$ cat src/design/single_wire_pkg.sv
// How it works
// Reset pulse holds the line low 512 us standard/long, 55 us overdrive.
// Line then stays released 520 us standard/long, 65 us overdrive.
// Slaves start presence 15-60 us (2-6 us overdrive) after release.
// Slave presence pulse lasts 60-240 us, or 8-24 us overdrive.
// Presence is sampled 28 us, 3 us overdrive, 34 us long-line after release.
// No low by 64 us (7 us overdrive) after release flags an absent slave.
// Every bit slot lasts 80 us standard/long, 13 us overdrive.
// A one is driven low 5 us, 0.9 us overdrive, 8 us long-line.
// A zero is driven low 64 us, or 9 us overdrive.
// Slaves sample the written bit 15-60 us (2-6, 25-60) into the slot.
// Read level is sampled 13 us, 1.8 us overdrive, 22 us long-line in.
// Presence-mask mode drives the line low from 15 us after release, standard/long only.
// Pullup on 7 us (0.9 od) after presence, 9 us after recovery.
// After a written one pullup stays on 56 us, 8 us overdrive.
// After a written zero pullup stays on 7 us, 0.9 us overdrive.
// 400 us (35 od) after presence, pullup waits for a high line.
// Read slots enable pullup only once a tick sees the line high.
// After the last bit, pullup holds until the next reset or byte starts; it has no timeout.
// Pullup off 2 us before reset, 1 us before slots; 1 us delays.
// First bit of a byte gets a 4 us pullup turn-off time.
// A clock divider makes the 1 us or 50 ns state tick.
package single_wire_pkg;

   localparam int CLK_PERIOD_NS = 5;
   localparam int STD_TICK_NS   = 1000;
   localparam int OD_TICK_NS    = 50;
   localparam int STD_DIV       = STD_TICK_NS / CLK_PERIOD_NS;
   localparam int OD_DIV        = OD_TICK_NS / CLK_PERIOD_NS;

   localparam int ADDR_W = 3;
   localparam int DATA_W = 8;
   localparam int CNT_W  = 11;

   localparam logic [ADDR_W-1:0] REG_CTRL   = 3'h0;
   localparam logic [ADDR_W-1:0] REG_CMD    = 3'h1;
   localparam logic [ADDR_W-1:0] REG_DATA   = 3'h2;
   localparam logic [ADDR_W-1:0] REG_STATUS = 3'h3;

   localparam int CTRL_W    = 6;
   localparam int CTRL_OD   = 0;
   localparam int CTRL_LONG = 1;
   localparam int CTRL_PMM  = 2;
   localparam int CTRL_SPU  = 3;
   localparam int CTRL_HOLD = 4;
   localparam int CTRL_READ = 5;
   localparam logic [CTRL_W-1:0] CTRL_RESET = 6'h00;
   localparam logic [DATA_W-1:0] DATA_RESET = 8'h00;

   localparam int CMD_RESET = 0;
   localparam int CMD_BYTE  = 1;

   localparam int STAT_BUSY   = 0;
   localparam int STAT_PRES   = 1;
   localparam int STAT_ABSENT = 2;

   localparam int RSTL_STD_NS   = 512000;
   localparam int RSTL_OD_NS    = 55000;
   localparam int RSTH_STD_NS   = 520000;
   localparam int RSTH_OD_NS    = 65000;
   localparam int PDS_STD_NS    = 28000;
   localparam int PDS_LONG_NS   = 34000;
   localparam int PDS_OD_NS     = 3000;
   localparam int PDH_STD_NS    = 64000;
   localparam int PDH_OD_NS     = 7000;
   localparam int SLOT_STD_NS   = 80000;
   localparam int SLOT_OD_NS    = 13000;
   localparam int LOW1_STD_NS   = 5000;
   localparam int LOW1_LONG_NS  = 8000;
   localparam int LOW1_OD_NS    = 900;
   localparam int LOW0_STD_NS   = 64000;
   localparam int LOW0_OD_NS    = 9000;
   localparam int RDV_STD_NS    = 13000;
   localparam int RDV_LONG_NS   = 22000;
   localparam int RDV_OD_NS     = 1800;
   localparam int PMM_START_NS  = 15000;
   localparam int ON1_STD_NS    = 7000;
   localparam int ON1_OD_NS     = 900;
   localparam int ON2_NS        = 9000;
   localparam int ON3_STD_NS    = 56000;
   localparam int ON3_OD_NS     = 8000;
   localparam int ON4_STD_NS    = 7000;
   localparam int ON4_OD_NS     = 900;
   localparam int DLY1_NS       = 1000;
   localparam int DLY2_STD_NS   = 400000;
   localparam int DLY2_OD_NS    = 35000;
   localparam int DLY3_NS       = 1000;
   localparam int OFF1_NS       = 2000;
   localparam int OFF2_NS       = 1000;
   localparam int FIRST_OFF_NS  = 4000;

   typedef enum logic [2:0] {
      ST_IDLE     = 3'h0,
      ST_RST_OFF  = 3'h1,
      ST_RST_LOW  = 3'h2,
      ST_RST_HIGH = 3'h3,
      ST_BIT_OFF  = 3'h4,
      ST_BIT_SLOT = 3'h5
   } state_e;

endpackage

$ cat src/design/single_wire_master.sv
// Added by the designer: strobed register access and the address map.
`timescale 1ns/1ps
module single_wire_master (
   input  wire logic                              CORE_CLK,
   input  wire logic                              RST_N,
   input  wire logic                              CLK_EN,
   input  wire logic [single_wire_pkg::ADDR_W-1:0] ADDR,
   input  wire logic [single_wire_pkg::DATA_W-1:0] WDATA,
   input  wire logic                              WR,
   input  wire logic                              RD,
   output logic      [single_wire_pkg::DATA_W-1:0] RDATA,
   input  wire logic                              BUS_LINE_I,
   output logic                                   BUS_LINE_O,
   output logic                                   BUS_LINE_OE,
   output logic                                   STRONG_PULLUP_ENABLE_N
);
   import single_wire_pkg::*;

   state_e              state_q, state_d;
   logic [CNT_W-1:0]    cnt_q, cnt_d;
   logic [CNT_W-1:0]    spu_cnt_q, spu_cnt_d;
   logic [CNT_W-1:0]    spu_len_q, spu_len_d;
   logic                spu_pend_q, spu_pend_d;
   logic                spu_hold_q, spu_hold_d;
   logic [CTRL_W-1:0]   ctrl_q, ctrl_d;
   logic                go_rst_q, go_rst_d;
   logic                go_byte_q, go_byte_d;
   logic [DATA_W-1:0]   sh_q, sh_d;
   logic [DATA_W-1:0]   rx_q, rx_d;
   logic [2:0]          bit_q, bit_d;
   logic                pres_q, pres_d;
   logic                absent_q, absent_d;
   logic                oe_q, oe_d;
   logic                spu_n_q, spu_n_d;
   logic [DATA_W-1:0]   rdata_q, rdata_d;
   logic                sync1_q, line_s_q;
   logic                tick, od, lng, busy, pmm_act;
   logic [CNT_W-1:0]    off1_len, rstl_len, rsth_len, pds_len, pdh_len;
   logic [CNT_W-1:0]    slot_len, low_len, rdv_len, boff_len, pmm_len;
   logic [CNT_W-1:0]    on1_len, on2_len, wr_on_len;
   logic [CNT_W-1:0]    on1_at, on2_at, wr_spu_at;

   function automatic logic [CNT_W-1:0] tk(input logic sel_od,
                                            input int   std_ns,
                                            input int   od_ns);
      tk = sel_od ? CNT_W'(od_ns / OD_TICK_NS)
                  : CNT_W'(std_ns / STD_TICK_NS);
   endfunction

   single_wire_tick #(
      .STD_DIV (STD_DIV),
      .OD_DIV  (OD_DIV),
      .DIV_W   (8)
   ) u_tick (
      .clk   (CORE_CLK),
      .rst_n (RST_N),
      .ce    (CLK_EN),
      .od    (od),
      .tick  (tick)
   );

   assign od      = ctrl_q[CTRL_OD];
   assign lng     = ctrl_q[CTRL_LONG] & ~od;
   assign pmm_act = ctrl_q[CTRL_PMM] & ~od;
   assign busy    = (state_q != ST_IDLE) | go_rst_q | go_byte_q;

   // Phase lengths in ticks for the selected speed
   assign off1_len = tk(od, OFF1_NS, OFF1_NS);
   assign rstl_len = tk(od, RSTL_STD_NS, RSTL_OD_NS);
   assign rsth_len = tk(od, RSTH_STD_NS, RSTH_OD_NS);
   assign pds_len  = tk(od, lng ? PDS_LONG_NS : PDS_STD_NS,
                        PDS_OD_NS);
   assign pdh_len  = tk(od, PDH_STD_NS, PDH_OD_NS);
   assign slot_len = tk(od, SLOT_STD_NS, SLOT_OD_NS);
   assign low_len  = sh_q[0] ? tk(od, lng ? LOW1_LONG_NS : LOW1_STD_NS,
                                  LOW1_OD_NS)
                             : tk(od, LOW0_STD_NS, LOW0_OD_NS);
   assign rdv_len  = tk(od, lng ? RDV_LONG_NS : RDV_STD_NS,
                        RDV_OD_NS);
   assign boff_len = (bit_q == 3'h0) ? tk(od, FIRST_OFF_NS,
                                          FIRST_OFF_NS)
                                     : tk(od, OFF2_NS, OFF2_NS);
   assign pmm_len  = tk(od, PMM_START_NS, PMM_START_NS);
   assign on1_len  = tk(od, ON1_STD_NS, ON1_OD_NS);
   assign on2_len  = tk(od, ON2_NS, ON2_NS);
   assign wr_on_len = sh_q[0] ? tk(od, ON3_STD_NS, ON3_OD_NS)
                              : tk(od, ON4_STD_NS, ON4_OD_NS);
   assign on1_at   = pds_len + tk(od, DLY1_NS, DLY1_NS);
   assign on2_at   = pds_len + tk(od, DLY2_STD_NS, DLY2_OD_NS);
   assign wr_spu_at = low_len + tk(od, DLY3_NS, DLY3_NS);

   always_comb begin
      state_d    = state_q;
      cnt_d      = cnt_q;
      spu_cnt_d  = spu_cnt_q;
      spu_len_d  = spu_len_q;
      spu_pend_d = spu_pend_q;
      spu_hold_d = spu_hold_q;
      ctrl_d     = ctrl_q;
      go_rst_d   = go_rst_q;
      go_byte_d  = go_byte_q;
      sh_d       = sh_q;
      rx_d       = rx_q;
      bit_d      = bit_q;
      pres_d     = pres_q;
      absent_d   = absent_q;
      rdata_d    = '0;

      // Commands and data are refused while a sequence is running
      if (WR) begin
         unique case (ADDR)
            REG_CTRL: ctrl_d = WDATA[CTRL_W-1:0];
            REG_CMD: begin
               if (!busy) begin
                  go_rst_d  = WDATA[CMD_RESET];
                  go_byte_d = WDATA[CMD_BYTE];
               end
            end
            REG_DATA: begin
               if (!busy) sh_d = WDATA;
            end
            default: ;
         endcase
      end
      if (RD) begin
         unique case (ADDR)
            REG_CTRL:   rdata_d = {2'h0, ctrl_q};
            REG_DATA:   rdata_d = rx_q;
            REG_STATUS: rdata_d = {5'h00, absent_q, pres_q, busy};
            default:    rdata_d = '0;
         endcase
      end

      if (tick) begin
         if (spu_cnt_q != '0) spu_cnt_d = spu_cnt_q - CNT_W'(1);
         if (spu_pend_q && line_s_q) begin
            spu_pend_d = 1'b0;
            spu_cnt_d  = spu_len_q;
         end
         cnt_d = cnt_q + CNT_W'(1);
         unique case (state_q)
            ST_IDLE: begin
               cnt_d = '0;
               if (go_rst_q) begin
                  go_rst_d = 1'b0;
                  pres_d   = 1'b0;
                  absent_d = 1'b0;
                  state_d  = ST_RST_OFF;
               end else if (go_byte_q) begin
                  go_byte_d = 1'b0;
                  bit_d     = 3'h0;
                  state_d   = ST_BIT_OFF;
               end
            end
            ST_RST_OFF: begin
               if (cnt_q == off1_len - CNT_W'(1)) begin
                  cnt_d   = '0;
                  state_d = ST_RST_LOW;
               end
            end
            ST_RST_LOW: begin
               if (cnt_q == rstl_len - CNT_W'(1)) begin
                  cnt_d   = '0;
                  state_d = ST_RST_HIGH;
               end
            end
            ST_RST_HIGH: begin
               if (cnt_q == pds_len) pres_d = ~line_s_q;
               if (cnt_q == pdh_len && !pres_q) absent_d = 1'b1;
               if (cnt_q == on1_at) spu_cnt_d = on1_len;
               if (cnt_q == on2_at) begin
                  spu_pend_d = 1'b1;
                  spu_len_d  = on2_len;
               end
               if (cnt_q == rsth_len - CNT_W'(1)) begin
                  cnt_d   = '0;
                  state_d = ST_IDLE;
               end
            end
            ST_BIT_OFF: begin
               if (cnt_q == boff_len - CNT_W'(1)) begin
                  cnt_d   = '0;
                  state_d = ST_BIT_SLOT;
               end
            end
            ST_BIT_SLOT: begin
               if (cnt_q == rdv_len) rx_d = {line_s_q, rx_q[7:1]};
               if (cnt_q == wr_spu_at - CNT_W'(1)) begin
                  if (ctrl_q[CTRL_READ]) begin
                     spu_pend_d = 1'b1;
                     spu_len_d  = wr_on_len;
                  end else begin
                     spu_cnt_d = wr_on_len;
                  end
               end
               if (cnt_q == slot_len - CNT_W'(1)) begin
                  cnt_d = '0;
                  sh_d  = {1'b0, sh_q[7:1]};
                  if (bit_q == 3'h7) begin
                     spu_hold_d = ctrl_q[CTRL_HOLD];
                     state_d    = ST_IDLE;
                  end else begin
                     bit_d   = bit_q + 3'h1;
                     state_d = ST_BIT_OFF;
                  end
               end
            end
            default: state_d = ST_IDLE;
         endcase
      end

      // Pullup is forced off ahead of every reset and slot
      if (state_d == ST_RST_OFF || state_d == ST_BIT_OFF) begin
         spu_cnt_d  = '0;
         spu_pend_d = 1'b0;
         spu_hold_d = 1'b0;
      end

      oe_d = (state_d == ST_RST_LOW)
           | (state_d == ST_BIT_SLOT && cnt_d < low_len)
           | (state_d == ST_RST_HIGH && pmm_act
              && cnt_d >= pmm_len && cnt_d < pdh_len);
      spu_n_d = ~(ctrl_q[CTRL_SPU]
                  & ((spu_cnt_d != '0) | spu_hold_d));
   end

   always_ff @(posedge CORE_CLK) begin
      if (!RST_N) begin
         state_q    <= ST_IDLE;
         cnt_q      <= '0;
         spu_cnt_q  <= '0;
         spu_len_q  <= '0;
         spu_pend_q <= 1'b0;
         spu_hold_q <= 1'b0;
         ctrl_q     <= CTRL_RESET;
         go_rst_q   <= 1'b0;
         go_byte_q  <= 1'b0;
         sh_q       <= DATA_RESET;
         rx_q       <= DATA_RESET;
         bit_q      <= 3'h0;
         pres_q     <= 1'b0;
         absent_q   <= 1'b0;
         oe_q       <= 1'b0;
         spu_n_q    <= 1'b1;
         rdata_q    <= DATA_RESET;
         sync1_q    <= 1'b1;
         line_s_q   <= 1'b1;
      end else if (CLK_EN) begin
         state_q    <= state_d;
         cnt_q      <= cnt_d;
         spu_cnt_q  <= spu_cnt_d;
         spu_len_q  <= spu_len_d;
         spu_pend_q <= spu_pend_d;
         spu_hold_q <= spu_hold_d;
         ctrl_q     <= ctrl_d;
         go_rst_q   <= go_rst_d;
         go_byte_q  <= go_byte_d;
         sh_q       <= sh_d;
         rx_q       <= rx_d;
         bit_q      <= bit_d;
         pres_q     <= pres_d;
         absent_q   <= absent_d;
         oe_q       <= oe_d;
         spu_n_q    <= spu_n_d;
         rdata_q    <= rdata_d;
         sync1_q    <= BUS_LINE_I;
         line_s_q   <= sync1_q;
      end
   end

   assign RDATA                  = rdata_q;
   assign BUS_LINE_O             = 1'b0;
   assign BUS_LINE_OE            = oe_q;
   assign STRONG_PULLUP_ENABLE_N = spu_n_q;
endmodule

$ cat src/design/single_wire_tick.sv
`timescale 1ns/1ps
module single_wire_tick #(
   parameter int STD_DIV = 200,
   parameter int OD_DIV  = 10,
   parameter int DIV_W   = 8
) (
   input  wire logic clk,
   input  wire logic rst_n,
   input  wire logic ce,
   input  wire logic od,
   output logic      tick
);
   logic [DIV_W-1:0] div_q;
   logic [DIV_W-1:0] div_d;
   logic             tick_d;
   logic [DIV_W-1:0] last;

   // Divides the core clock into the state tick of the selected speed
   always_comb begin
      last   = od ? DIV_W'(OD_DIV - 1) : DIV_W'(STD_DIV - 1);
      tick_d = (div_q >= last);
      div_d  = tick_d ? '0 : div_q + DIV_W'(1);
   end

   always_ff @(posedge clk) begin
      if (!rst_n) begin
         div_q <= '0;
         tick  <= 1'b0;
      end else if (ce) begin
         div_q <= div_d;
         tick  <= tick_d;
      end
   end
endmodule

$ cat config.mk
export PLATFORM = sky130hd
export DESIGN_NAME = single_wire_master
export DESIGN_NICKNAME = d
export VERILOG_FILES = /design/src/design/single_wire_pkg.sv /design/src/design/single_wire_master.sv /design/src/design/single_wire_tick.sv
export SDC_FILE = /design/constraint.sdc
export NUM_CORES = 1
export LEC_CHECK = 0
export ABC_AREA = 1
export BUFFER_PORTS_ARGS = -buffer_cell sky130_fd_sc_hd__buf_4
export CAP_MARGIN = 20
export CORE_MARGIN = 4
export CORE_UTILIZATION = 50
export CTS_BUF_LIST = sky130_fd_sc_hd__clkbuf_4 sky130_fd_sc_hd__clkbuf_8 sky130_fd_sc_hd__clkbuf_16
export CTS_CLUSTER_DIAMETER = 150
export DETAILED_ROUTE_END_ITERATION = 8
export PLACE_DENSITY = 0.65
export SYNTH_ARGS = -nofsm -noshare
export SYNTH_HDL_FRONTEND = slang
export SYNTH_SLANG_ARGS = --single-unit
$ cat constraint.sdc
create_clock -name CORE_CLK -period 4.3 [get_ports CORE_CLK]
set_input_delay 0.43 -clock CORE_CLK [delete_from_list [all_inputs] [get_ports CORE_CLK]]
set_output_delay 0.43 -clock CORE_CLK [all_outputs]
set_load 0.02 [all_outputs]
* After elaboration in Yosys (flattened, before gate mapping)
Index checks and enable logic that the tools add are counted.
Word-level totals: output and inout port bits 11, logic and storage cells 208, flip-flop bits (word level) 88, bits of input ports 17
Operators by class: reductions and logical operators 25, magnitude comparators 4, multiplexer cells 96, eq/ne operators 35, add/subtract/negate cells 13, bitwise gates (word level) 11, divide/modulo/power cells 3
Operators by type and width (count):
- 11-bit two-way mux | 23
- 8-bit two-way mux | 14
- 11-bit == test | 10
- 32-bit by 11-bit divider with 32-bit output, second input constant | 3
- 11-bit one-hot mux with 6 select lines | 1
- 11-bit by 1-bit subtractor with 11-bit output, second input constant | 5
- 11-bit one-hot mux with 2 select lines | 2
- 3-bit two-way mux | 13
- 1-bit two-way mux | 27
- 8-bit one-hot mux with 3 select lines | 1
- 11-bit nonzero test | 2
- 2-bit inequality test, second input constant | 10
- 3-bit by 2-bit == test with 1-bit output, second input constant | 6
- 9-bit two-way mux | 2
- 3-bit one-hot mux with 6 select lines | 1
- 16-bit two-way mux | 1
- 3-bit == test, second input constant | 5
- 15-bit two-way mux | 1
- 12-bit two-way mux | 1
- 11-bit by 1-bit adder with 11-bit output, second input constant | 1
- 11-bit by 10-bit adder with 11-bit output | 1
- 11-bit adder | 1
- 11-bit by 5-bit adder with 11-bit output | 1
- 11-bit by 8-bit == test with 1-bit output | 1
- other kinds (30) | 54

* Depth between registers and ports, before layout
word-level depth 17, depth in mapped cells 31, gate-level depth less buffers 29

* Modules after synthesis
Synthesis repeated with hierarchy kept, for this count alone.
Second synthesis, totals: cell total of the unflattened synthesis 1010, area total of the unflattened synthesis 6492.5 µm²
By module, submodules not included:
- single_wire_master | cells each 940, instances 1, area each 5944.5 µm², seq. area each 1501.4 µm²
- single_wire_tick | cells each 70, instances 1, area each 548.0 µm², seq. area each 180.2 µm²

* Worst setup path before layout
Ideal clock, no wire load.
path type reg2reg, start register ctrl_q[0], end register spu_n_q (netlist: STRONG_PULLUP_ENABLE_N), buffers on the path 2, cell stages (with the launch flop) 28, library setup time 0.059 ns, slack 0.871 ns, arrival 3.370 ns, clock period less this slack 3.429 ns, path through dfxtp_1 buf_6 buf_6 nor2_4 inv_1 nor2_1 a21oi_1 ha_1 fa_1 nand2_1 inv_1 nor2_1 nand2_1 nor2_1 nand3_1 nor2_1 nand3_2 nand2_2 nand2_2 nand2_1 nand2_1 o21ai_0 nand3_1 nor2_1 nand3_1 nand2_1 nand2_1 nand2_1
Between the ends: longest elaborated chain between the ends 17, elaborated cells on any way between the ends 59, those cells by class add/sub: 8; div: 2; eq/ne: 9; mux: 33; bitwise: 5; reduce/logical: 2
Ends and longest elaborated chain:
- start, declared | RTL line single_wire_master.sv:25 | logic [CTRL_W-1:0] ctrl_q, ctrl_d;
- start signal, assigned | RTL line single_wire_master.sv:255 | ctrl_q <= ctrl_d;
- 1-bit NOT | RTL line single_wire_master.sv:63 | assign lng = ctrl_q[CTRL_LONG] & ~od;
- 1-bit bitwise AND | RTL line single_wire_master.sv:63
- 12-bit two-way mux | RTL line single_wire_master.sv:75 | assign low_len = sh_q[0] ? tk(od, lng ? LOW1_LONG_NS : LOW1_STD_NS,
- 32-bit by 11-bit divider with 32-bit output | RTL line single_wire_master.sv:47 | : CNT_W'(std_ns / STD_TICK_NS);
- 11-bit two-way mux | RTL line single_wire_master.sv:46 | tk = sel_od ? CNT_W'(od_ns / OD_TICK_NS)
- 11-bit two-way mux | RTL line single_wire_master.sv:75
- 11-bit by 5-bit adder with 11-bit output | RTL line single_wire_master.sv:90 | assign wr_spu_at = low_len + tk(od, DLY3_NS, DLY3_NS);
- 11-bit by 1-bit subtractor with 11-bit output | RTL line single_wire_master.sv:188 | if (cnt_q == wr_spu_at - CNT_W'(1)) begin
- 11-bit == test | RTL line single_wire_master.sv:188
- 11-bit two-way mux | RTL line single_wire_master.sv:188
- 11-bit one-hot mux with 2 select lines | RTL line single_wire_master.sv:141 | unique case (state_q)
- 11-bit two-way mux | RTL line single_wire_master.sv:134 | if (tick) begin
- 11-bit two-way mux | RTL line single_wire_master.sv:213 | if (state_d == ST_RST_OFF || state_d == ST_BIT_OFF) begin
- 11-bit nonzero test | RTL line single_wire_master.sv:224 | & ((spu_cnt_d != '0) | spu_hold_d));
- 1-bit bitwise OR (*) | RTL line single_wire_master.sv:224
- 1-bit bitwise AND (*) | RTL line single_wire_master.sv:224
- 1-bit NOT (*) | RTL line single_wire_master.sv:223 | spu_n_d = ~(ctrl_q[CTRL_SPU]
- end signal, assigned | RTL line single_wire_master.sv:264 | spu_n_q <= spu_n_d;
- end, declared | RTL line single_wire_master.sv:34 | logic spu_n_q, spu_n_d;
Every way passes the cells marked *; elsewhere a longest branch is shown, timed or not. A chain may end at the register's enable or synchronous reset.

* Worst setup path after layout
start register sh_q[0], end register spu_n_q (netlist: STRONG_PULLUP_ENABLE_N)
Between the ends: longest elaborated chain between the ends 12, elaborated cells on any way between the ends 14, those cells by class add/sub: 2; eq/ne: 1; mux: 7; bitwise: 3; reduce/logical: 1
Ends and longest elaborated chain:
- start, declared | RTL line single_wire_master.sv:28 | logic [DATA_W-1:0] sh_q, sh_d;
- start signal, assigned | RTL line single_wire_master.sv:238 | sh_q <= DATA_RESET;
- start signal, assigned | RTL line single_wire_master.sv:258 | sh_q <= sh_d;
- 11-bit two-way mux | RTL line single_wire_master.sv:75
- 11-bit by 5-bit adder with 11-bit output | RTL line single_wire_master.sv:90
- 11-bit by 1-bit subtractor with 11-bit output | RTL line single_wire_master.sv:188
- 11-bit == test | RTL line single_wire_master.sv:188
- 11-bit two-way mux (*) | RTL line single_wire_master.sv:188
- 11-bit one-hot mux with 2 select lines (*) | RTL line single_wire_master.sv:141
- 11-bit two-way mux (*) | RTL line single_wire_master.sv:134
- 11-bit two-way mux (*) | RTL line single_wire_master.sv:213
- 11-bit nonzero test (*) | RTL line single_wire_master.sv:224
- 1-bit bitwise OR (*) | RTL line single_wire_master.sv:224
- 1-bit bitwise AND (*) | RTL line single_wire_master.sv:224
- 1-bit NOT (*) | RTL line single_wire_master.sv:223
Marks and branches as above.

==> impl_metrics.tcl <==
set metrics [dict create \
    first_global_vias 6025 \
    arrival_ns 3.93 \
    ir_drop_v 0.000220 \
    setup_viol 0 \
    ys_types 53 \
    clock_latency_ns 0.36 \
    io_buffer_count 26 \
    synth_most_common_cell "nand2_1" \
    post-place-ws_ns 0.711 \
    maxSlewHeadroom 0.317 \
    yosysTopAreaCell "dfxtp_1" \
    worst_hold_slack_ns 0.283 \
    ys.flop_type "dfxtp_1" \
    p_leak_nw 3.20 \
    powerDensity_nw_per_um2 283 \
    yosysTopAreaCellShare 0.261 \
    fin_crit_sh 0.844 \
    postCtsSetupBuffers 0 \
    cap_violations 0 \
    holdPathStages 3 \
    die_y_um 121 \
    ff2ff_path_depth 24 \
    pin_count 28 \
    path_max_fanout 9 \
    dp_cells 1192 \
    synth_fp_nets 1081 \
    setup_ws_ns 0.671 \
    syn_area_um2 6430 \
    overflow 0 \
    cts.sinks 84 \
    vias 6595 \
    worst_slew_pin_slew_ns 1.02 \
    nets 1086 \
    netlist_top_cells_area "dfxtp_1 (26%), nand2_1 (16%), ha_1 (7.2%)" \
    min_period_ns 3.63 \
    vias_per_cell 5.46 \
    final_cells 1208 \
    synth_common_cells "nand2_1 (269), nor2_1 (109), inv_1 (108)" \
    dpl.hpwl_um 13700 \
    cp-start-kind "flip-flop" \
    timing.clock.skew_ns 0.00754 \
    status "finished, final reports clean" \
    postSynthAreaPerCell_um2 6.27 \
    yosys_warnings 0 \
    synth-async-reset-ratio 0 \
    drt_wl_total_um 18500 \
    drive_above_1_share 0.0888 \
    path_clk_slew_ns 0.07 \
    htreeDepth 3 \
    stdcell_area_um2 7000 \
    area_growth_pct 8.77 \
    drtPass1Iterations 7 \
    grtUsageTotal 0.255 \
    netlist_instances 1026 \
    slew_viol_final 0 \
    cts_root_buf "clkbuf_16" \
    path_class "flip-flop to flip-flop" \
    antenna_found_initial 0 \
    rsz0062_at_grt "false" \
    cts.repair.resized 0 \
    hold_buffers 0 \
    grt_max_degree 40 \
    cts_max_path_buffers 2 \
    fin_setup_tns_ns 0 \
    placed_cell_area_um2 6680 \
    wire_per_inst_um 15.3 \
    dieArea_um2 14700 \
    yosysSeqAreaShare 0.261 \
    place_congestion 0.961 \
    crit_required_ns 4.60 \
    fmax_ghz 0.276 \
    ant_nets 0 \
    coreArea_um2 12600 \
    end_kind "flip-flop" \
    initial_core_util 0.510 \
    die_w_um 121 \
    drc 0 \
    grt_pass1_wl_um 30100 \
    n_antenna_cell 0 \
    cts_tree "done" \
    hold_path_class "input pin to flip-flop" \
    synth_edf_count 0 \
    drtIter0Drc 440 \
    cts_buffers 9 \
    hold_viol 0 \
    row_count 41 \
    ys_seq_elements 84 \
]
==> worst max-delay path, stage by stage (launching register included) <==
cell     delay [ns]
dfxtp_1        0.48
inv_1          0.24
nor2_1         0.23
a21oi_1        0.09
ha_1           0.32
fa_1           0.47
nand2_1        0.10
inv_1          0.04
nor2_1         0.07
nand2_1        0.06
nor2_1         0.09
nand3_1        0.07
nor2_1         0.16
nand3_2        0.16
nand2_2        0.12
nand2_2        0.11
nand2_1        0.08
nand2_1        0.06
o21ai_0        0.20
nand3_1        0.09
nor2_1         0.09
nand3_1        0.07
nand2_1        0.06
nand2_1        0.04
nand2_1        0.06
==> layout make-up <==
type                    instances  area [um^2]
flip-flops and latches         84         1680
inverters                     122          463
well taps                     172          215
clock buffers                  10          239
repair buffers                 33          248
fillers                      1332         5620
multi-input cells             781         4070
clock inverters                 6         75.1
==> logic make-up (layout without fill, tap and decap cells) <==
logic type | count (synthesis) | in the layout | share of synthesized area
simple gates | 506 | 506 | 0.342
compound gates | 216 | 216 | 0.188
buf+inv | 161 | 171 | 0.105
flops | 84 | 84 | 0.261
fa+ha+maj | 38 | 38 | 0.0751
xor+xnor | 20 | 20 | 0.0272
other cells | 1 | 1 | 0.000583
==> sequential cells by signal, indices dropped and copies added, names as in the netlist <==
name and flops:
rx_q 8, STRONG_PULLUP_ENABLE_N 1, sync1_q 1, go_byte_q 1, spu_hold_q 1, u_tick.div_q 8
BUS_LINE_OE 1, u_tick.tick 1, absent_q 1, bit_q 3, sh_q 8, spu_len_q 7
ctrl_q 6, cnt_q 11, RDATA 8, pres_q 1, spu_pend_q 1, spu_cnt_q 11
state_q 3, go_rst_q 1, line_s_q 1
==> metrics by stage <==
step / utilization / total power, mW
3_3_place_gp: 0.529 / 1.15
5_1_grt: 0.554 / 2.07
2_1_floorplan: - / 1.07
6_report: 0.554 / 1.98
4_1_cts: 0.554 / 2.00
3_5_place_dp: 0.529 / 1.15
==> final timing paths <==
kind / startpoint / end / slack (ns)
min reg2reg: absent_q / absent_q / 0.46
max reg2reg: sh_q[0] / STRONG_PULLUP_ENABLE_N / 0.67
max: sh_q[0] / STRONG_PULLUP_ENABLE_N / 0.67
min: BUS_LINE_I / sync1_q / 0.28
==> per-layer routing <==
metal	wire length (um)	share of wire	track usage
met1	8620	0.47	0.353
met5	0	0	0
met2	8150	0.44	0.396
met4	377	0.020	0.0721
met3	1330	0.072	0.0615
==> cells in the final DEF (no fill, tap or decap), types with 5 or more instances in the layout <==
cell type | Yosys | final
nand2_1 | 269 | 269
nor2_1 | 109 | 109
inv_1 | 108 | 108
dfxtp_1 | 84 | 84
a21oi_1 | 84 | 84
o21ai_0 | 73 | 73
nand3_1 | 52 | 52
ha_1 | 37 | 37
buf_4 | 2 | 33
nand4_1 | 22 | 22
nand2_2 | 18 | 18
nor3_1 | 15 | 15
xor2_1 | 15 | 15
a31oi_1 | 14 | 14
a211oi_1 | 12 | 12
clkbuf_16 | 0 | 9
inv_2 | 8 | 8
clkinv_1 | 5 | 5
xnor2_1 | 5 | 5
o22ai_1 | 5 | 5
o211ai_1 | 5 | 5
==> power breakdown <==
part           total (mW)  switching (mW)  internal, mW
Sequential          0.825          0.0301         0.795
Clock               0.841           0.364         0.477
Combinational       0.315           0.205         0.110
Total                1.98           0.599          1.38
No activity file was read; power rests on OpenSTA's default activity.
